===== src/logic/sfcd_defines.svh =====
// constants of the serial flash command decoder
`ifndef SFCD_DEFINES_SVH
`define SFCD_DEFINES_SVH
// ----------------------------------------
// opcodes
// ----------------------------------------
`define SFCD_OP_WREN 8'h06
`define SFCD_OP_WRDI 8'h04
`define SFCD_OP_RDSR1 8'h05
`define SFCD_OP_RDSR2 8'h35
`define SFCD_OP_WRSR 8'h01
`define SFCD_OP_PP 8'h02
`define SFCD_OP_QPP 8'h32
`define SFCD_OP_SE 8'h20
`define SFCD_OP_BE32 8'h52
`define SFCD_OP_BE64 8'hd8
`define SFCD_OP_CE1 8'hc7
`define SFCD_OP_CE2 8'h60
`define SFCD_OP_PD 8'hb9
`define SFCD_OP_RPD 8'hab
`define SFCD_OP_MID 8'h90
`define SFCD_OP_MID2 8'hef
`define SFCD_OP_MID4 8'hdf
`define SFCD_OP_JID 8'h9f
// ----------------------------------------
// status fields and reset value
// ----------------------------------------
`define SFCD_ST_BUSY 0
`define SFCD_ST_WPL 1
`define SFCD_ST_BP0 2
`define SFCD_ST_BP1 3
`define SFCD_ST_BP2 4
`define SFCD_ST_BOTTOM 5
`define SFCD_ST_GRAN 6
`define SFCD_ST_WMASK_LO 8'hfc
`define SFCD_ST_WMASK_HI 8'h03
`define SFCD_STATUS_RST 16'h0000
// ----------------------------------------
// transfer counts
// ----------------------------------------
`define SFCD_ADDR_LAST 3'd2
`define SFCD_BYTE_MAX 3'd7
`endif


===== src/logic/sfcd_pkg.sv =====
// types of the serial flash command decoder
package sfcd_pkg;
    typedef enum logic [2:0] {
        SFCD_PH_IDLE, SFCD_PH_OPCODE, SFCD_PH_ADDR, SFCD_PH_DATA, SFCD_PH_OUT, SFCD_PH_SKIP
    } sfcd_phase_t;

    typedef enum logic [3:0] {
        SFCD_CMD_NONE, SFCD_CMD_WREN, SFCD_CMD_WRDI, SFCD_CMD_RDSR1, SFCD_CMD_RDSR2,
        SFCD_CMD_WRSR, SFCD_CMD_PP, SFCD_CMD_QPP, SFCD_CMD_SE, SFCD_CMD_BE32,
        SFCD_CMD_BE64, SFCD_CMD_CE, SFCD_CMD_PD, SFCD_CMD_RPD, SFCD_CMD_MID, SFCD_CMD_JID
    } sfcd_cmd_t;

    typedef struct packed {
        logic [2:0] sclk_sync;
        logic [2:0] sel_n_sync;
        logic [3:0] lane_s1;
        logic [3:0] lane_s2;
        sfcd_phase_t phase;
        sfcd_cmd_t cmd;
        logic [2:0] lane_cnt;
        logic [2:0] bit_cnt;
        logic [2:0] byte_cnt;
        logic [7:0] in_sh;
        logic [23:0] addr;
        logic [7:0] out_sh;
        logic [1:0] id_idx;
        logic id_swap;
        logic data_seen;
        logic [15:0] status;
        logic [15:0] wr_status;
        logic power_down;
        logic [3:0] lane_drive;
        logic [3:0] lane_en;
        logic wr_valid;
        logic [7:0] wr_byte;
        logic op_start;
        sfcd_cmd_t op_kind;
        logic [23:0] op_addr;
    } sfcd_state_t;
endpackage


===== src/logic/sfcd_prot_if.sv =====
// protection bits and the protected range between decoder and mapper
interface sfcd_prot_if;
    logic granularity_select_bit;
    logic bottom_origin_bit;
    logic protect_size_bit2;
    logic protect_size_bit1;
    logic protect_size_bit0;
    logic [23:0] prot_lo;
    logic [23:0] prot_hi;
    logic prot_any;
    modport mapper (
        input granularity_select_bit, bottom_origin_bit, protect_size_bit2, protect_size_bit1,
        protect_size_bit0,
        output prot_lo, prot_hi, prot_any
    );
    modport user (
        output granularity_select_bit, bottom_origin_bit, protect_size_bit2, protect_size_bit1,
        protect_size_bit0,
        input prot_lo, prot_hi, prot_any
    );
endinterface


===== src/logic/sfcd_protect.sv =====
// maps the protect bits of the status register to a protected address range
module sfcd_protect #(
    parameter int ARRAY_BITS = 20
) (
    sfcd_prot_if.mapper pif
);
    import sfcd_pkg::*;

    if (ARRAY_BITS < 16 || ARRAY_BITS > 24) begin : g_bad_size
        $error("sfcd_protect: ARRAY_BITS must lie in 16..24");
    end

    localparam logic [24:0] TOP = 25'((25'h1 << ARRAY_BITS) - 25'h1);

    logic [2:0] code;
    logic [4:0] sz_log;
    logic [24:0] mask;

    always_comb begin
        code = {pif.protect_size_bit2, pif.protect_size_bit1, pif.protect_size_bit0};
        sz_log = 5'(ARRAY_BITS);
        pif.prot_any = 1'b1;
        if (code == 3'h0) begin
            pif.prot_any = 1'b0;
        end else if (code[2] && code[1]) begin
            sz_log = 5'(ARRAY_BITS);
        end else if (!pif.granularity_select_bit) begin
            sz_log = 5'(ARRAY_BITS - 5) + 5'(code);
        end else begin
            sz_log = 5'(ARRAY_BITS - 9) + 5'((code > 3'h4) ? 3'h4 : code);
        end
        mask = 25'((25'h1 << sz_log) - 25'h1);
        if (pif.bottom_origin_bit || sz_log == 5'(ARRAY_BITS)) begin
            pif.prot_lo = 24'h00_0000;
            pif.prot_hi = mask[23:0];
        end else begin
            pif.prot_lo = 24'(TOP - mask);
            pif.prot_hi = TOP[23:0];
        end
    end
endmodule


===== src/logic/sfcd_decoder.sv =====
// instruction decoder of the serial flash interface, sampled on the core clock
// ----------------------------------------
// ----------------------------------------
`include "sfcd_defines.svh"

module sfcd_decoder #(
    parameter logic [7:0] MFR_ID = 8'h5a,    // arbitrary value
    parameter logic [7:0] DEV_ID = 8'h21,    // arbitrary value
    parameter logic [7:0] MEM_TYPE = 8'h40,  // arbitrary value
    parameter logic [7:0] CAPACITY = 8'h14,  // arbitrary value
    parameter int ARRAY_BITS = 20
) (
    input wire logic core_clk_in,
    input wire logic rst_in,
    input wire logic sclk_in,
    input wire logic sel_n_in,
    input wire logic [3:0] lanes_in,
    output logic [3:0] lanes_out,
    output logic [3:0] lanes_oe_out,
    input wire logic op_done_in,
    output logic op_start_out,
    output sfcd_pkg::sfcd_cmd_t op_kind_out,
    output logic [23:0] op_addr_out,
    output logic wr_valid_out,
    output logic [7:0] wr_byte_out,
    output logic [15:0] status_out,
    output logic powered_down_out,
    output logic [23:0] prot_lo_out,
    output logic [23:0] prot_hi_out,
    output logic prot_any_out
);
    import sfcd_pkg::*;

    // ----------------------------------------
    // helpers
    // ----------------------------------------
    function automatic logic [7:0] shift_in(input logic [7:0] sh, input logic [3:0] ln, input logic [2:0] cnt);
        case (cnt)
            3'd4: return {sh[3:0], ln};
            3'd2: return {sh[5:0], ln[1:0]};
            default: return {sh[6:0], ln[0]};
        endcase
    endfunction

    function automatic logic [2:0] last_bit(input logic [2:0] cnt);
        case (cnt)
            3'd4: return 3'd1;
            3'd2: return 3'd3;
            default: return 3'd7;
        endcase
    endfunction

    function automatic sfcd_cmd_t decode(input logic [7:0] op);
        case (op)
            `SFCD_OP_WREN: return SFCD_CMD_WREN;
            `SFCD_OP_WRDI: return SFCD_CMD_WRDI;
            `SFCD_OP_RDSR1: return SFCD_CMD_RDSR1;
            `SFCD_OP_RDSR2: return SFCD_CMD_RDSR2;
            `SFCD_OP_WRSR: return SFCD_CMD_WRSR;
            `SFCD_OP_PP: return SFCD_CMD_PP;
            `SFCD_OP_QPP: return SFCD_CMD_QPP;
            `SFCD_OP_SE: return SFCD_CMD_SE;
            `SFCD_OP_BE32: return SFCD_CMD_BE32;
            `SFCD_OP_BE64: return SFCD_CMD_BE64;
            `SFCD_OP_CE1, `SFCD_OP_CE2: return SFCD_CMD_CE;
            `SFCD_OP_PD: return SFCD_CMD_PD;
            `SFCD_OP_RPD: return SFCD_CMD_RPD;
            `SFCD_OP_MID, `SFCD_OP_MID2, `SFCD_OP_MID4: return SFCD_CMD_MID;
            `SFCD_OP_JID: return SFCD_CMD_JID;
            default: return SFCD_CMD_NONE;
        endcase
    endfunction

    function automatic logic [7:0] jid_byte(input logic [1:0] idx);
        case (idx)
            2'd1: return MEM_TYPE;
            2'd2: return CAPACITY;
            default: return MFR_ID;
        endcase
    endfunction

    // ----------------------------------------
    // protection mapper
    // ----------------------------------------
    sfcd_state_t s_ff;
    sfcd_state_t nxt_s;
    sfcd_prot_if pif ();

    assign pif.granularity_select_bit = s_ff.status[`SFCD_ST_GRAN];
    assign pif.bottom_origin_bit = s_ff.status[`SFCD_ST_BOTTOM];
    assign pif.protect_size_bit2 = s_ff.status[`SFCD_ST_BP2];
    assign pif.protect_size_bit1 = s_ff.status[`SFCD_ST_BP1];
    assign pif.protect_size_bit0 = s_ff.status[`SFCD_ST_BP0];

    sfcd_protect #(
        .ARRAY_BITS(ARRAY_BITS)
    ) u_protect (
        .pif(pif)
    );

    // ----------------------------------------
    // next state
    // ----------------------------------------
    logic sclk_rise;
    logic sel_fall;
    logic sel_rise;
    logic last;
    logic aligned;
    logic busy;
    logic wpl;
    logic addr_hit;
    logic [7:0] sh;
    sfcd_cmd_t dc;

    always_comb begin
        nxt_s = s_ff;
        sh = shift_in(s_ff.in_sh, s_ff.lane_s2, s_ff.lane_cnt);
        dc = decode(sh);
        last = s_ff.bit_cnt == last_bit(s_ff.lane_cnt);
        aligned = s_ff.bit_cnt == 3'd0;
        busy = s_ff.status[`SFCD_ST_BUSY];
        wpl = s_ff.status[`SFCD_ST_WPL];
        addr_hit = pif.prot_any && s_ff.addr >= pif.prot_lo && s_ff.addr <= pif.prot_hi;
        sclk_rise = s_ff.sclk_sync[1] && !s_ff.sclk_sync[2];
        sel_fall = !s_ff.sel_n_sync[1] && s_ff.sel_n_sync[2];
        sel_rise = s_ff.sel_n_sync[1] && !s_ff.sel_n_sync[2];

        nxt_s.sclk_sync = {s_ff.sclk_sync[1:0], sclk_in};
        nxt_s.sel_n_sync = {s_ff.sel_n_sync[1:0], sel_n_in};
        nxt_s.lane_s1 = lanes_in;
        nxt_s.lane_s2 = s_ff.lane_s1;
        nxt_s.wr_valid = 1'b0;
        nxt_s.op_start = 1'b0;

        if (busy && op_done_in) begin
            nxt_s.status[`SFCD_ST_BUSY] = 1'b0;
            nxt_s.status[`SFCD_ST_WPL] = 1'b0;
        end

        if (sel_fall) begin
            nxt_s.phase = SFCD_PH_OPCODE;
            nxt_s.cmd = SFCD_CMD_NONE;
            nxt_s.lane_cnt = 3'd1;
            nxt_s.bit_cnt = 3'd0;
            nxt_s.byte_cnt = 3'd0;
            nxt_s.data_seen = 1'b0;
        end else if (sel_rise) begin
            nxt_s.phase = SFCD_PH_IDLE;
            if (s_ff.cmd == SFCD_CMD_RPD && s_ff.phase != SFCD_PH_SKIP) begin
                nxt_s.power_down = 1'b0;
            end
            if (s_ff.phase == SFCD_PH_DATA && aligned) begin
                case (s_ff.cmd)
                    SFCD_CMD_WREN: nxt_s.status[`SFCD_ST_WPL] = 1'b1;
                    SFCD_CMD_WRDI: nxt_s.status[`SFCD_ST_WPL] = 1'b0;
                    SFCD_CMD_PD: nxt_s.power_down = 1'b1;
                    SFCD_CMD_WRSR: begin
                        if (wpl && (s_ff.byte_cnt == 3'd1 || s_ff.byte_cnt == 3'd2)) begin
                            nxt_s.status[7:0] = (s_ff.status[7:0] & ~`SFCD_ST_WMASK_LO)
                                | (s_ff.wr_status[7:0] & `SFCD_ST_WMASK_LO);
                            nxt_s.status[15:8] = (s_ff.status[15:8] & ~`SFCD_ST_WMASK_HI)
                                | ((s_ff.byte_cnt == 3'd2 ? s_ff.wr_status[15:8] : 8'h00) & `SFCD_ST_WMASK_HI);
                            nxt_s.status[`SFCD_ST_BUSY] = 1'b1;
                            nxt_s.op_start = 1'b1;
                        end
                    end
                    SFCD_CMD_PP, SFCD_CMD_QPP: begin
                        if (wpl && s_ff.data_seen && !addr_hit) begin
                            nxt_s.status[`SFCD_ST_BUSY] = 1'b1;
                            nxt_s.op_start = 1'b1;
                        end
                    end
                    SFCD_CMD_SE, SFCD_CMD_BE32, SFCD_CMD_BE64: begin
                        if (wpl && !addr_hit) begin
                            nxt_s.status[`SFCD_ST_BUSY] = 1'b1;
                            nxt_s.op_start = 1'b1;
                        end
                    end
                    SFCD_CMD_CE: begin
                        if (wpl && !pif.prot_any) begin
                            nxt_s.status[`SFCD_ST_BUSY] = 1'b1;
                            nxt_s.op_start = 1'b1;
                        end
                    end
                    default: begin
                    end
                endcase
                nxt_s.op_kind = s_ff.cmd;
                nxt_s.op_addr = s_ff.addr;
            end
        end else if (sclk_rise && s_ff.phase != SFCD_PH_IDLE && s_ff.phase != SFCD_PH_SKIP) begin
            nxt_s.in_sh = sh;
            nxt_s.bit_cnt = last ? 3'd0 : s_ff.bit_cnt + 3'd1;
            case (s_ff.phase)
                SFCD_PH_OUT: begin
                    nxt_s.out_sh = s_ff.out_sh << s_ff.lane_cnt;
                    if (last) begin
                        case (s_ff.cmd)
                            SFCD_CMD_RDSR1: nxt_s.out_sh = s_ff.status[7:0];
                            SFCD_CMD_RDSR2: nxt_s.out_sh = s_ff.status[15:8];
                            SFCD_CMD_RPD: nxt_s.out_sh = DEV_ID;
                            SFCD_CMD_MID: begin
                                nxt_s.id_swap = !s_ff.id_swap;
                                nxt_s.out_sh = s_ff.id_swap ? MFR_ID : DEV_ID;
                            end
                            default: begin
                                nxt_s.id_idx = (s_ff.id_idx == 2'd2) ? 2'd0 : s_ff.id_idx + 2'd1;
                                nxt_s.out_sh = jid_byte(s_ff.id_idx);
                            end
                        endcase
                    end
                end
                SFCD_PH_OPCODE: begin
                    if (last) begin
                        nxt_s.cmd = dc;
                        nxt_s.phase = SFCD_PH_ADDR;
                        if (dc == SFCD_CMD_NONE || (busy && dc != SFCD_CMD_RDSR1 && dc != SFCD_CMD_RDSR2)
                            || (s_ff.power_down && dc != SFCD_CMD_RPD)) begin
                            nxt_s.phase = SFCD_PH_SKIP;
                        end else begin
                            case (dc)
                                SFCD_CMD_RDSR1: begin
                                    nxt_s.phase = SFCD_PH_OUT;
                                    nxt_s.out_sh = s_ff.status[7:0];
                                end
                                SFCD_CMD_RDSR2: begin
                                    nxt_s.phase = SFCD_PH_OUT;
                                    nxt_s.out_sh = s_ff.status[15:8];
                                end
                                SFCD_CMD_JID: begin
                                    nxt_s.phase = SFCD_PH_OUT;
                                    nxt_s.out_sh = MFR_ID;
                                    nxt_s.id_idx = 2'd1;
                                end
                                SFCD_CMD_WREN, SFCD_CMD_WRDI, SFCD_CMD_WRSR, SFCD_CMD_CE, SFCD_CMD_PD: begin
                                    nxt_s.phase = SFCD_PH_DATA;
                                end
                                SFCD_CMD_MID: begin
                                    nxt_s.lane_cnt = (sh == `SFCD_OP_MID4) ? 3'd4
                                        : (sh == `SFCD_OP_MID2) ? 3'd2 : 3'd1;
                                end
                                default: begin
                                end
                            endcase
                        end
                    end
                end
                SFCD_PH_ADDR: begin
                    if (last) begin
                        nxt_s.addr = {s_ff.addr[15:0], sh};
                        nxt_s.byte_cnt = s_ff.byte_cnt + 3'd1;
                        if (s_ff.byte_cnt == `SFCD_ADDR_LAST) begin
                            nxt_s.byte_cnt = 3'd0;
                            nxt_s.phase = SFCD_PH_DATA;
                            if (s_ff.cmd == SFCD_CMD_QPP) begin
                                nxt_s.lane_cnt = 3'd4;
                            end
                            if (s_ff.cmd == SFCD_CMD_RPD) begin
                                nxt_s.phase = SFCD_PH_OUT;
                                nxt_s.out_sh = DEV_ID;
                            end
                            if (s_ff.cmd == SFCD_CMD_MID) begin
                                nxt_s.phase = SFCD_PH_OUT;
                                nxt_s.id_swap = sh[0];
                                nxt_s.out_sh = sh[0] ? DEV_ID : MFR_ID;
                            end
                        end
                    end
                end
                default: begin
                    if (last) begin
                        if (s_ff.byte_cnt != `SFCD_BYTE_MAX) begin
                            nxt_s.byte_cnt = s_ff.byte_cnt + 3'd1;
                        end
                        if (s_ff.cmd == SFCD_CMD_WRSR && s_ff.byte_cnt == 3'd0) begin
                            nxt_s.wr_status[7:0] = sh;
                        end
                        if (s_ff.cmd == SFCD_CMD_WRSR && s_ff.byte_cnt == 3'd1) begin
                            nxt_s.wr_status[15:8] = sh;
                        end
                        if (s_ff.cmd == SFCD_CMD_PP || s_ff.cmd == SFCD_CMD_QPP) begin
                            nxt_s.wr_valid = 1'b1;
                            nxt_s.wr_byte = sh;
                            nxt_s.data_seen = 1'b1;
                        end
                    end
                end
            endcase
        end

        // lane drive follows the output shifter one lane group at a time
        case (nxt_s.lane_cnt)
            3'd4: nxt_s.lane_drive = nxt_s.out_sh[7:4];
            3'd2: nxt_s.lane_drive = {2'b00, nxt_s.out_sh[7:6]};
            default: nxt_s.lane_drive = {2'b00, nxt_s.out_sh[7], 1'b0};
        endcase
        if (nxt_s.phase != SFCD_PH_OUT) begin
            nxt_s.lane_en = 4'h0;
        end else if (nxt_s.lane_cnt == 3'd4) begin
            nxt_s.lane_en = 4'hf;
        end else if (nxt_s.lane_cnt == 3'd2) begin
            nxt_s.lane_en = 4'h3;
        end else begin
            nxt_s.lane_en = 4'h2;
        end
    end

    // ----------------------------------------
    // state register
    // ----------------------------------------
    always_ff @(posedge core_clk_in) begin
        if (rst_in) begin
            s_ff <= '0;
            s_ff.sclk_sync <= 3'h0;
            s_ff.sel_n_sync <= 3'h7;
            s_ff.lane_cnt <= 3'd1;
            s_ff.status <= `SFCD_STATUS_RST;
        end else begin
            s_ff <= nxt_s;
        end
    end

    // ----------------------------------------
    // outputs
    // ----------------------------------------
    assign lanes_out = s_ff.lane_drive;
    assign lanes_oe_out = s_ff.lane_en;
    assign op_start_out = s_ff.op_start;
    assign op_kind_out = s_ff.op_kind;
    assign op_addr_out = s_ff.op_addr;
    assign wr_valid_out = s_ff.wr_valid;
    assign wr_byte_out = s_ff.wr_byte;
    assign status_out = s_ff.status;
    assign powered_down_out = s_ff.power_down;
    assign prot_lo_out = pif.prot_lo;
    assign prot_hi_out = pif.prot_hi;
    assign prot_any_out = pif.prot_any;
endmodule


===== config.mk =====
export PLATFORM = sky130hd
export DESIGN_NAME = sfcd_decoder
export DESIGN_NICKNAME = d
export VERILOG_FILES = /design/src/logic/sfcd_pkg.sv /design/src/logic/sfcd_prot_if.sv /design/src/logic/sfcd_protect.sv /design/src/logic/sfcd_decoder.sv
export VERILOG_INCLUDE_DIRS = /design/src /design/src/logic
export SDC_FILE = /design/constraint.sdc
export NUM_CORES = 1
export LEC_CHECK = 0
export BUFFER_PORTS_ARGS = -buffer_cell sky130_fd_sc_hd__clkbuf_2
export CAP_MARGIN = 40
export CORE_AREA = 5 5 152 154
export DETAILED_ROUTE_END_ITERATION = 8
export DIE_AREA = 0 0 157 159
export MAX_ROUTING_LAYER = met4
export PLACE_DENSITY = 0.66
export SLEW_MARGIN = 20
export SYNTH_ARGS = -nofsm -noshare
export SYNTH_HDL_FRONTEND = slang
export SYNTH_SLANG_ARGS = --single-unit

===== constraint.sdc =====
create_clock -name core_clk_in -period 5.5 [get_ports core_clk_in]
set_input_delay 0.275 -clock core_clk_in [delete_from_list [all_inputs] [get_ports core_clk_in]]
set_output_delay 0.275 -clock core_clk_in [all_outputs]
set_load 0.1 [all_outputs]

# --- Word-level counts from Yosys, hierarchy flattened ---
# Cells that the tools add are included.
# Widths: inputs -> output; s select.
op_classes:
  n_addsub: 7
  order_cmp: 3
  n_eq_ne: 74
  shift: 2
  mux: 108
  bitwise_logic: 9
  n_reduce_logical: 68
op_table:
  columns: ["op", "count"]
  rows:
  - ["$mux 32", 5]
  - ["$mux 10", 10]
  - ["$mux 16", 5]
  - ["$mux 24", 3]
  - ["$eq 8x8->1 const B", 8]
  - ["$mux 60", 1]
  - ["$pmux 4 s15", 1]
  - ["$mux 57", 1]
  - ["$mux 11", 5]
  - ["$mux 3", 18]
  - ["$pmux 8 s3", 2]
  - ["$eq 4x4->1 const B", 11]
  - ["$mux 8", 5]
  - ["$ne 5x5->1 const B", 7]
  - ["$pmux 8 s4", 1]
  - ["$pmux 3 s2", 5]
  - ["$eq 4x3->1 const B", 6]
  - ["$eq 8x3->1 const B", 3]
  - ["$eq 8x6->1 const B", 3]
  - ["$ge 24x24->1", 1]
  - ["$le 24x24->1", 1]
  - ["$shl 1x5->24 const A", 1]
  - ["$sub 20x24->24 const A", 1]
  - ["$sub 24x1->24 const B", 1]
  - ["other kinds (62)", 166]
word_totals:
  regBits: 153
  input_bits: 9
  out_inout_bits: 112
  wordCells: 299

# --- Logic depth before layout (Yosys ltp) ---
# Gate-level depths: netlist of the first run.
logic_depth:
  depth_word: 23
  mapped_depth: 35

# --- By module ---
# Synthesis of the first run repeated with hierarchy kept, for this count alone.
unflattened:
  hier_cells: 1292
  hier_area_um2: 9854.5
modules_own_cells:
  columns: ["mod", "instances", "cells_per_inst", "area_each_um2", "seq_area_each_um2"]
  rows:
  - ["sfcd_decoder", 1, 1102, 8717.1, 2742.6]
  - ["sfcd_protect", 1, 190, 1137.3, 0.0]

# --- Worst setup path after synthesis of the first run ---
# OpenSTA, ideal clock, no wires.
synth_path:
  kind: "register to register"
  from: "register s_ff, in the netlist status_out[3]"
  to: "register s_ff, in the netlist status_out[0]"
  arrival_ns: 6.294
  required_time_ns: 5.442
  slack_ns: -0.852
  stages_incl_launch_ff: 24
  synth_period_minus_slack_ns: 6.352
  cell_sequence: "dfxtp_1 > clkbuf_1 > inv_1 > ha_1 > ha_1 > inv_1 > o21ai_1 > nor3_1 > nand2_1 > nor2_1 > ha_1 > nand2b_1 > a21o_1 > a21o_1 > a21o_1 > a21o_1 > a21o_1 > a211oi_1 > o31ai_1 > a221oi_1 > o21a_1 > o21ai_0 > a311oi_1 > a21o_1"
synth_via:
  elab_cells_between_ends: 32
  cone_classes: "add/sub (4); order compare (3); eq/ne (1); shift (1); mux (14); reduce/logical (9)"
synth_lines:
  columns: ["element", "line", "source"]
  rows:
  - ["start, declared", "sfcd_decoder.sv:85", "sfcd_state_t s_ff;"]
  - ["start signal, assigned", "sfcd_decoder.sv:319", "s_ff <= nxt_s;"]
  - ["$logic_not 3->1 (*)", "sfcd_protect.sv:23", "if (code == 3'h0) begin"]
  - ["$mux 1 (*)", "sfcd_protect.sv:23", null]
  - ["named net prot_any_out", "sfcd_decoder.sv:30", "output logic prot_any_out"]
  - ["$logic_and 1x1->1 (*) (2 in series)", "sfcd_decoder.sv:123", "addr_hit = pif.prot_any && s_ff.addr >= pif.prot_lo && s_ff.addr <= pif.prot_hi;"]
  - ["$logic_not 1->1 (*)", "sfcd_decoder.sv:168, sfcd_decoder.sv:174", null]
  - ["$logic_and 1x1->1, on equally long branches", "sfcd_decoder.sv:174, sfcd_decoder.sv:168", null]
  - ["$mux 1, on equally long branches", "sfcd_decoder.sv:174, sfcd_decoder.sv:168", null]
  - ["$pmux 1 s4 (*)", "sfcd_decoder.sv:153", "case (s_ff.cmd)"]
  - ["$mux 2 (*)", "sfcd_decoder.sv:152", "if (s_ff.phase == SFCD_PH_DATA && aligned) begin"]
  - ["$mux 2 (*)", "sfcd_decoder.sv:147", "end else if (sel_rise) begin"]
  - ["$mux 19 (*)", "sfcd_decoder.sv:140", "if (sel_fall) begin"]
# Mark *: on every way through the listed nets, which the timed path passes. The rest lies on a longest branch.
# A chain may end at the register's enable or synchronous reset.

# --- Final worst setup path of the first run ---
layout_path:
  from: "register s_ff, in the netlist status_out[3]"
  to: "register s_ff, in the netlist status_out[0]"
layout_via:
  elab_chain_len: 20
  elab_cells_between_ends: 32
  cone_classes: "add/sub (4); order compare (3); eq/ne (1); shift (1); mux (14); reduce/logical (9)"
layout_lines:
  columns: ["element", "line", "source"]
  rows:
  - ["$gt 3x3->1", "sfcd_protect.sv:30", "sz_log = 5'(ARRAY_BITS - 9) + 5'((code > 3'h4) ? 3'h4 : code);"]
  - ["$mux 3", "sfcd_protect.sv:30", null]
  - ["$add 4x5->5", "sfcd_protect.sv:30", null]
  - ["$mux 5", "sfcd_protect.sv:27", "end else if (!pif.granularity_select_bit) begin"]
  - ["$mux 5", "sfcd_protect.sv:25", "end else if (code[2] && code[1]) begin"]
  - ["$mux 5", "sfcd_protect.sv:23", null]
  - ["$shl 1x5->24", "sfcd_protect.sv:32", "mask = 25'((25'h1 << sz_log) - 25'h1);"]
  - ["$sub 24x1->24", "sfcd_protect.sv:32", null]
  - ["[3 not listed]", null, null]
  - ["$logic_and 1x1->1 (2 in series)", "sfcd_decoder.sv:123", null]
  - ["$logic_not 1->1", "sfcd_decoder.sv:168, sfcd_decoder.sv:174", null]
  - ["$logic_and 1x1->1, on equally long branches", "sfcd_decoder.sv:174, sfcd_decoder.sv:168", null]
  - ["$mux 1, on equally long branches", "sfcd_decoder.sv:174, sfcd_decoder.sv:168", null]
  - ["$pmux 1 s4 (*)", "sfcd_decoder.sv:153", null]
  - ["$mux 2 (*)", "sfcd_decoder.sv:152", null]
  - ["$mux 2 (*)", "sfcd_decoder.sv:147", null]
  - ["$mux 19 (*)", "sfcd_decoder.sv:140", null]
# Every way passes the cells marked *; elsewhere a longest branch is shown, timed or not.

==> qor.tcl, run 1 <==
set qor(grt_pass1_vias) 8500
set qor(number_of_buffers_created_by_cts) 17
set qor(worst_path_largest_cell_delay_ns) 0.39
set qor(worst_slew_pin_slew_ns) 0.829
set qor(cts_tree) {done}
set qor(timing.clock.skew_ns) 0.0135
set qor(clk_pin_slew_ns) 0.07
set qor(vdd_drop_max_mv) 0.203
set qor(route.vias.total) 9364
set qor(share_of_the_clock_period_used_by_the_worst_path_pct) 93.1
set qor(slowest_stage) {sky130_fd_sc_hd__nor4_2}
set qor(place.detailed.hpwl_um) 22800
set qor(final_nets) 1392
set qor(routed_wire_length_per_instance_um) 19.1
set qor(io_buffer_count) 114
set qor(max_slew_margin_pct) 44.7
set qor(grt_antenna_before_repair) 0
set qor(final_layout_size_suffix_gt1_share_pct) 17.5
set qor(layout_common_cells) {173 x sky130_fd_sc_hd__nand2_1, 158 x sky130_fd_sc_hd__nor2_1, 137 x sky130_fd_sc_hd__dfxtp_1}
set qor(placementRows) 54
set qor(setup_viol) 0
set qor(fp.dieW_um) 157
set qor(top_level_ports) 121
set qor(synthAdderAreaFrac_pct) 8.81
set qor(ctsLongestPathBuffers) 2
set qor(synth.cell_area_um2) 9510
set qor(drc) 0
set qor(period_minus_slack_ns) 5.12
set qor(synth_top_family_by_area) {simple AND/OR/NAND/NOR gates}
set qor(synth.area.mux_share_pct) 3.58
set qor(synth_async_sr_flop_share_pct) 0
set qor(globalRouteTotalUtil_pct) 24.4
set qor(die_outline_area_um2) 25000
set qor(ys_seq_area_share_pct) 28.8
set qor(insertedDiodeCount) 0
set qor(critical_path.max_fanout) 8
set qor(synth-xor-area-share_pct) 1.20
set qor(synth-edff-count) 0
set qor(timing_hold_violations_final) 0
set qor(timing.hold.worst.class) {primary input to flip-flop}
set qor(core_region_area_um2) 21600
set qor(total_number_of_h_tree_levels) 4
set qor(status) {complete, no violations}
set qor(drt_iter0_drc) 868
set qor(final_antenna_net_count) 0
set qor(critical_path_arrival_ns) 5.49
set qor(grt_first_pass_wirelength_um) 47700
set qor(holdWs_ns) 0.0385
set qor(ys_ff_latch) 137
set qor(grt-ovfl-total) 0
set qor(clkLatencyLatePin_ns) 0.43
set qor(dieHeight_um) 159
set qor(worst-endpoint-required_ns) 5.87
set qor(detail_route.vias_per_cell) 5.82
set qor(pwr_dens_nw_per_um2) 219
set qor(path_class) {flip-flop to flip-flop}
set qor(fillCellCount) 2174
set qor(flow.area_growth_from_synthesis_pct) 11.7
set qor(layout_commonest_cell) {sky130_fd_sc_hd__nand2_1}
set qor(routability_congestion_estimate_from_global_placement) 1.03
set qor(start_kind) {flip-flop}
set qor(warnings_synthesis) 0
set qor(initial_core_util_pct) 44.1
set qor(report.final.slew_viol_count) 0
set qor(netlist-cell-type-count) 83
set qor(path_common_cell) {sky130_fd_sc_hd__nand2_1}
set qor(synth_compound_area_share_pct) 20.9
set qor(post_synth_and_or_nand_nor_area_fraction_pct) 26.0
set qor(cellLeakagePower_nw) 4.70
set qor(number_of_maximum_capacitance_violations) 0
set qor(totalWireLength_um) 30700
set qor(grt_max_degree) 85
set qor(postSynth.topFlopCell) {sky130_fd_sc_hd__dfxtp_1}
set qor(tritoncts_num_sinks) 137
set qor(endpoint_kind) {flip-flop}
set qor(postLayoutCoreUtil_pct) 49.3
set qor(min_path_cells) 2
set qor(synth.avg_cell_area_um2) 7.44
set qor(clock-root-buffer) {sky130_fd_sc_hd__clkbuf_16}
set qor(instance_count_of_the_mapped_netlist) 1278
set qor(ff2ff_path_depth) 27
set qor(maxClockFrequency_mhz) 195
set qor(first_pass_iteration_count_of_the_detailed_router) 5
[final cells by class]
class / count / area, um2 / area share [%]
clock inverters: 15 / 171 / 1.61
clock buffers: 17 / 425 / 4.00
multi-input cells: 944 / 5840 / 55.0
well taps: 280 / 350 / 3.30
flip-flops and latches: 137 / 2740 / 25.8
repair buffers: 143 / 818 / 7.70
inverters: 73 / 278 / 2.61
[kinds of logic after synthesis]
group / after synthesis
and+or+nand+nor: 530
adders and majority gates: 67
buffers and inverters: 202
xor gates and xnor gates: 13
AOI/OAI and AO/OA: 297
DFF: 137
muxes: 30
other: 2
[routing by layer]
metal	share of wire [%]	GRT usage [%]
met5	0	-
met1	44	32.5
met2	47	39.0
met3	7.1	3.40
met4	2.2	6.55
[state kept, by name, indices dropped and copies added, names as in the netlist]
register	cells
op_start_out	1
s_ff	73
nxt_s	8
lanes_out	4
lanes_oe_out	3
status_out	10
wr_byte_out	8
op_kind_out	4
op_addr_out	24
powered_down_out	1
wr_valid_out	1
[stage by stage]
| step | cell area, um2 | setup slack, ns | total power (W) | std cells | TNS [ns] |
|---|---|---|---|---|---|
| floorplan | 9550 | 0.0125 | 0.00114 | 1283 | 0 |
| global placement | 9940 | 0.277 | 0.00117 | 1574 | 0 |
| detailed placement | 9940 | 0.0947 | 0.00117 | 1574 | 0 |
| CTS | 10500 | 0.0575 | 0.00234 | 1606 | 0 |
| global route | 10600 | -0.0150 | 0.00240 | 1609 | -0.0150 |
| finish | 10600 | 0.381 | 0.00233 | 1609 | 0 |
[Yosys cell counts, types with 5 or more instances]
library cell	number	area share (%)
sky130_fd_sc_hd__nor2b_1	30	2.0
sky130_fd_sc_hd__a31oi_1	11	0.72
sky130_fd_sc_hd__xnor2_1	9	0.83
sky130_fd_sc_hd__inv_1	72	2.8
sky130_fd_sc_hd__and2_1	9	0.59
sky130_fd_sc_hd__nand4_1	18	1.2
sky130_fd_sc_hd__o221a_2	5	0.59
sky130_fd_sc_hd__or3_1	9	0.59
sky130_fd_sc_hd__o22ai_1	7	0.46
sky130_fd_sc_hd__buf_4	62	4.9
sky130_fd_sc_hd__nor4_1	9	0.59
sky130_fd_sc_hd__nand2b_1	15	0.99
sky130_fd_sc_hd__a21oi_1	104	5.5
sky130_fd_sc_hd__a21o_1	23	1.8
sky130_fd_sc_hd__o21ai_1	5	0.26
sky130_fd_sc_hd__a22oi_1	33	2.6
sky130_fd_sc_hd__nor3_1	37	1.9
sky130_fd_sc_hd__a211oi_1	7	0.55
sky130_fd_sc_hd__nand3_1	29	1.5
sky130_fd_sc_hd__and3_1	8	0.53
sky130_fd_sc_hd__dfxtp_1	137	29
sky130_fd_sc_hd__a311oi_1	5	0.46
sky130_fd_sc_hd__nand2_1	173	6.8
sky130_fd_sc_hd__or2_2	11	0.72
sky130_fd_sc_hd__clkbuf_1	57	2.2
sky130_fd_sc_hd__mux2i_1	22	2.3
sky130_fd_sc_hd__ha_1	67	8.8
sky130_fd_sc_hd__nor2_1	160	6.3
sky130_fd_sc_hd__o21a_1	7	0.55
sky130_fd_sc_hd__buf_1	5	0.20
sky130_fd_sc_hd__o21ai_0	44	2.3
[path summary, 6_finish.rpt]
check,from,endpoint,slack [ns]
max,status_out[3],status_out[0],0.38
min,sel_n_in,nxt_s[148],0.04
min reg2reg,nxt_s[148],nxt_s[149],0.41
max reg2reg,status_out[3],status_out[0],0.38
[critical path: cells and delay by family, from the launching register on]
family	cells	cell delay (ns)
AND/OR/NAND/NOR	9	1.55
AO/OA/AOI/OAI	8	1.33
adder cells (fa/ha/maj)	5	1.13
multiplexers	1	0.35
flip-flops	1	0.31
buffers and inverters	3	0.23
XOR/XNOR	1	0.18
[where the power goes]
group / leakage, nW / total (W) / internal [W] / switching, W
sequential: 1.11 / 0.00100 / 0.000998 / 0.00000659
clock: 0.292 / 0.00118 / 0.000650 / 0.000528
combinational: 3.30 / 0.000146 / 0.0000324 / 0.000113
[what timing repair did]
action,in CTS,in global routing
hold endpoints to repair,0,0
setup endpoints to repair,0,2
buffers inserted,0,1
hold buffers,0,0
gates resized for setup,0,9
Power figures use the tool's default switching activity.
==> run 2, diff against run 1 <==
--- a/config.mk
+++ b/config.mk
@@ -14,3 +14,2 @@
 export MAX_ROUTING_LAYER = met4
-export PLACE_DENSITY = 0.66
 export SLEW_MARGIN = 20
==> constraint.sdc (replaced) <==
create_clock -name core_clk_in -period 5.4 [get_ports core_clk_in]
set_input_delay 0.27 -clock core_clk_in [delete_from_list [all_inputs] [get_ports core_clk_in]]
set_output_delay 0.27 -clock core_clk_in [all_outputs]
set_load 0.005 [all_outputs]
==> qor.tcl, run 2 (synthesis gave the netlist of run 1 again) <==
set qor(status) {complete, no violations}
set qor(r2r_start) {status_out[2]}
set qor(timing.clock.skew_ns) 0.0130
set qor(worst_slew_pin_slew_ns) 0.867
set qor(first_pass_iteration_count_of_the_detailed_router) 6
set qor(maxClockFrequency_mhz) 204
set qor(place.detailed.hpwl_um) 23200
set qor(cellLeakagePower_nw) 4.72
set qor(final_nets) 1395
set qor(flow.area_growth_from_synthesis_pct) 11.6
set qor(clock-root-buffer) {sky130_fd_sc_hd__clkbuf_16}
set qor(totalWireLength_um) 30700
set qor(final-seq-area_um2) 2740
set qor(endpoint_kind) {flip-flop}
set qor(drc) 0
set qor(grt_first_pass_wirelength_um) 48100
set qor(grt_util_met3_pct) 3.48
set qor(vdd_drop_max_mv) 0.198
set qor(timing.critical_path.from) {status_out[2]}
set qor(top_level_ports) 121
set qor(clkLatencyLatePin_ns) 0.43
set qor(cts_tree) {done}
set qor(fp.dieW_um) 157
set qor(cell_family_contributing_the_most_delay_on_the_critical_path) {simple AND/OR/NAND/NOR gates}
set qor(routability_congestion_estimate_from_global_placement) 0.998
set qor(hold_path.startpoint) {sel_n_in}
set qor(seq_power_share_pct) 44.3
set qor(die_outline_area_um2) 25000
set qor(path_class) {flip-flop to flip-flop}
set qor(largest_register_by_flop_count) {s_ff}
set qor(met2_usage_pct) 38.4
set qor(rsz_0062_raised_after_global_routing) {no}
set qor(p_switching_w) 0.000637
set qor(core_region_area_um2) 21600
set qor(io_buffer_count) 114
set qor(drt_iter0_drc) 799
set qor(worst-endpoint-required_ns) 5.77
set qor(slowest_stage) {sky130_fd_sc_hd__mux2_2}
set qor(grt_max_degree) 82
set qor(placed_cells) 1577
set qor(total_number_of_h_tree_levels) 4
set qor(fillCellCount) 2178
set qor(layout_commonest_cell) {sky130_fd_sc_hd__nand2_1}
set qor(timing.hold.worst.class) {primary input to flip-flop}
set qor(insertedDiodeCount) 0
set qor(grt-ovfl-total) 0
set qor(final_layout_size_suffix_gt1_share_pct) 17.5
set qor(grt_pass1_vias) 8537
set qor(intPower_w) 0.00167
set qor(number_of_maximum_capacitance_violations) 0
set qor(ctsLongestPathBuffers) 2
set qor(start_kind) {flip-flop}
set qor(critical_path.max_fanout) 8
set qor(report.final.slew_viol_count) 0
set qor(postLayoutCoreUtil_pct) 49.3
set qor(final_antenna_net_count) 0
set qor(clkPwrFrac_pct) 51.7
set qor(swShare_pct) 27.6
set qor(timing_hold_violations_final) 0
set qor(design_power_total_w) 0.00231
set qor(layout_common_cells) {172 x sky130_fd_sc_hd__nand2_1, 159 x sky130_fd_sc_hd__nor2_1, 137 x sky130_fd_sc_hd__dfxtp_1}
set qor(period_minus_slack_ns) 4.91
set qor(grt_antenna_before_repair) 0
set qor(critical_path_arrival_ns) 5.28
set qor(dieHeight_um) 159
set qor(max_reg_flops) 73
set qor(routed_wire_length_per_instance_um) 19.0
set qor(route.vias.total) 9240
set qor(max_slew_margin_pct) 42.1
set qor(setup_viol) 0
set qor(holdWs_ns) 0.0147
set qor(number_of_buffers_created_by_cts) 17
set qor(pwr_dens_nw_per_um2) 218
set qor(tritoncts_num_sinks) 137
set qor(grtUsageMet1_pct) 33.3
set qor(gr-max-usage-layer) {met2}
set qor(buffers_and_inverters_on_the_worst_path) 4
set qor(share_of_the_clock_period_used_by_the_worst_path_pct) 91.0
set qor(finalNonFillerCells) 1612
set qor(comb_power_share_pct) 4.0
set qor(placementRows) 54
set qor(initial_core_util_pct) 44.1
set qor(detail_route.vias_per_cell) 5.73
set qor(worst_path_largest_cell_delay_ns) 0.35
set qor(multi_input_area_um2) 5820
set qor(clk_pin_slew_ns) 0.08
set qor(globalRouteTotalUtil_pct) 24.9
set qor(fin_tns_setup_ns) 0
## run 2: worst paths after layout
path                                      end  slack (ns)  depth (start not counted)
worst max-delay path            status_out[0]        0.49                         28
worst min-delay path               nxt_s[148]        0.01                          2
worst max register to register  status_out[0]        0.49                         28
worst min register to register     nxt_s[149]        0.42                          1
## run 2: power by group through the flow
stage          sequential, W  combinational (W)  clock [W]
5_1_grt              0.00102           0.000101    0.00126
3_5_place_dp         0.00105          0.0000891          0
4_1_cts              0.00102          0.0000894    0.00121
6_report             0.00102          0.0000921    0.00120
2_1_floorplan        0.00104          0.0000666          0
3_3_place_gp         0.00105          0.0000889          0
## run 2: per-stage QoR
stage / worst slack (ns) / cell area, um2
after global placement: 0.436 / 9940
after floorplan: 0.0861 / 9530
final: 0.487 / 10600
after global routing: 0.00778 / 10600
after CTS: 0.135 / 10600
after detailed placement: 0.180 / 9950
## run 2: final cells by class
cell class	count	area share, %
multi-input combinational	944	54.8
sequential	137	25.8
clock buffer	17	4.01
inverter	73	2.58
tap	280	3.30
timing repair buffer	146	7.78
clock inverter	15	1.70
## run 2: per-layer routing
layer	part of all wire, %	vias up
met1	44	4327
met2	46	366
li1	-	4494
met5	0	-
met4	2.9	0
met3	6.4	53
## run 2: timing repair
item                       in CTS  in global routing
resized for setup               0                  8
hold buffers                    0                  0
setup endpoints to repair       0                  2
setup buffers                   0                  1
==> run 3, diff against run 2 <==
Settings changed: CORE_AREA 5 5 152 154 to 5 5 136 138, CTS_CLUSTER_SIZE from default to 14, DIE_AREA 0 0 157 159 to 0 0 141 143, PLACE_DENSITY from default to 0.77.
==> qor.tcl, run 3 (synthesis gave the netlist of run 1 again) <==
set qor(grt_antenna_before_repair) 0
set qor(number_of_buffers_created_by_cts) 17
set qor(path_common_cell) {sky130_fd_sc_hd__a21o_1}
set qor(worst-endpoint-required_ns) 5.78
set qor(intPower_w) 0.00176
set qor(postPlaceCellArea_um2) 9870
set qor(die_outline_area_um2) 20200
set qor(vdd_drop_max_mv) 0.291
set qor(final_nets) 1395
set qor(initial_core_util_pct) 55.8
set qor(grt_first_pass_wirelength_um) 47500
set qor(worst_path_largest_cell_delay_ns) 0.49
set qor(clock-root-buffer) {sky130_fd_sc_hd__clkbuf_16}
set qor(core_region_area_um2) 17100
set qor(critical_path_arrival_ns) 5.33
set qor(grt_pass1_vias) 8746
set qor(share_of_the_clock_period_used_by_the_worst_path_pct) 91.7
set qor(cts_tree) {done}
set qor(cts_hold_buf) 0
set qor(routed_wire_length_per_instance_um) 19.2
set qor(rsz_0062_raised_after_global_routing) {no}
set qor(layout_commonest_cell) {sky130_fd_sc_hd__nand2_1}
set qor(drc) 0
set qor(status) {complete, no violations}
set qor(cts_resized) 0
set qor(ctsLongestPathBuffers) 2
set qor(dieHeight_um) 143
set qor(grt-ovfl-total) 0
set qor(total_number_of_h_tree_levels) 4
set qor(fin_tns_setup_ns) 0
set qor(final_layout_size_suffix_gt1_share_pct) 17.3
set qor(tritoncts_num_sinks) 137
set qor(fin_area_um2) 10600
set qor(final_antenna_net_count) 0
set qor(pwr_dens_nw_per_um2) 224
set qor(start_kind) {flip-flop}
set qor(io_buffer_count) 114
set qor(max_reg_flops) 73
set qor(maxClockFrequency_mhz) 202
set qor(clk_pin_slew_ns) 0.07
set qor(first_pass_iteration_count_of_the_detailed_router) 6
set qor(worst_slew_pin_slew_ns) 0.847
set qor(cell_family_contributing_the_most_delay_on_the_critical_path) {compound AO/OA/AOI/OAI gates}
set qor(drt_iter0_drc) 972
set qor(top_level_ports) 121
set qor(setup_viol) 0
set qor(period_minus_slack_ns) 4.95
set qor(cellLeakagePower_nw) 4.73
set qor(max_slew_margin_pct) 43.5
set qor(placementRows) 48
set qor(route.vias.total) 9343
set qor(fp.dieW_um) 141
set qor(report.final.slew_viol_count) 0
set qor(seq_power_share_pct) 43.3
set qor(slowest_stage) {sky130_fd_sc_hd__o21ai_0}
set qor(place.detailed.hpwl_um) 22600
set qor(timing.hold.worst.class) {primary input to flip-flop}
set qor(clkLatencyLatePin_ns) 0.44
set qor(globalRouteTotalUtil_pct) 30.4
set qor(postLayoutCoreUtil_pct) 61.9
set qor(layout_common_cells) {172 x sky130_fd_sc_hd__nand2_1, 159 x sky130_fd_sc_hd__nor2_1, 137 x sky130_fd_sc_hd__dfxtp_1}
set qor(grt_max_degree) 64
set qor(timing.clock.skew_ns) 0.00928
set qor(swShare_pct) 25.6
set qor(flow.area_growth_from_synthesis_pct) 11.0
set qor(buffers_and_inverters_on_the_worst_path) 5
set qor(routability_congestion_estimate_from_global_placement) 1.02
set qor(path_class) {flip-flop to flip-flop}
set qor(totalWireLength_um) 29900
set qor(endpoint_kind) {flip-flop}
set qor(number_of_maximum_capacitance_violations) 0
set qor(comb_power_share_pct) 3.9
set qor(clkPwrFrac_pct) 52.8
set qor(critical_path.max_fanout) 23
set qor(timing_hold_violations_final) 0
set qor(p_switching_w) 0.000605
set qor(insertedDiodeCount) 0
set qor(detail_route.vias_per_cell) 6.00
set qor(post_cts.repair.setup_buffers) 0
set qor(largest_register_by_flop_count) {s_ff}
-- run 3: cell count changes in the layout (fill, tap and decap cells not counted), sizes merged --
| cell | change |
|---|---|
| clkinv | -3 |
| bufinv | +2 |
| inv | +2 |
| clkinvlp | -1 |
-- run 3: routing by layer --
metal  vias to the layer above  part of all wire [%]  wire, um  track usage [%]
li1                       4479                     -         -                -
met1                      4370                    42     12500             37.6
met2                       421                    48     14400             50.6
met3                        73                   7.2      2170             5.16
met4                         0                   2.9       871             10.4
met5                         -                     0         0                -
-- run 3: worst paths after layout --
check             slack, ns  depth (start not counted)             to           from
hold reg to reg        0.41                          1     nxt_s[149]     nxt_s[148]
hold / removal         0.02                          2     nxt_s[148]       sel_n_in
setup reg to reg       0.45                         27  status_out[0]  status_out[2]
setup / recovery       0.45                         27  status_out[0]  status_out[2]
-- run 3: cell type report --
| class | count | area [um2] |
|---|---|---|
| repair buffers | 146 | 822 |
| clock buffers | 17 | 425 |
| well taps | 225 | 282 |
| clock inverters | 15 | 201 |
| fillers | 1572 | 6500 |
| multi-input cells | 944 | 5810 |
| inverters | 73 | 274 |
| flip-flops and latches | 137 | 2740 |
-- run 3: power by group through the flow --
stage | Sequential [W] | Clock, W | Combinational, W
5_1_grt | 0.00102 | 0.00131 | 0.000101
3_3_place_gp | 0.00105 | 0 | 0.0000879
4_1_cts | 0.00102 | 0.00125 | 0.0000894
3_5_place_dp | 0.00105 | 0 | 0.0000895
2_1_floorplan | 0.00104 | 0 | 0.0000666
6_report | 0.00102 | 0.00125 | 0.0000924
-- run 3: through the flow --
step	power (W)	setup WS, ns	instances	hold slack, ns
finish	0.00236	0.448	1557	0.0164
global route	0.00244	0.0104	1557	0.0285
CTS	0.00237	0.182	1554	0.0133
detailed placement	0.00114	0.215	1522	0.399
global placement	0.00113	0.386	1522	0.402
floorplan	0.00111	0.0861	1283	0.374
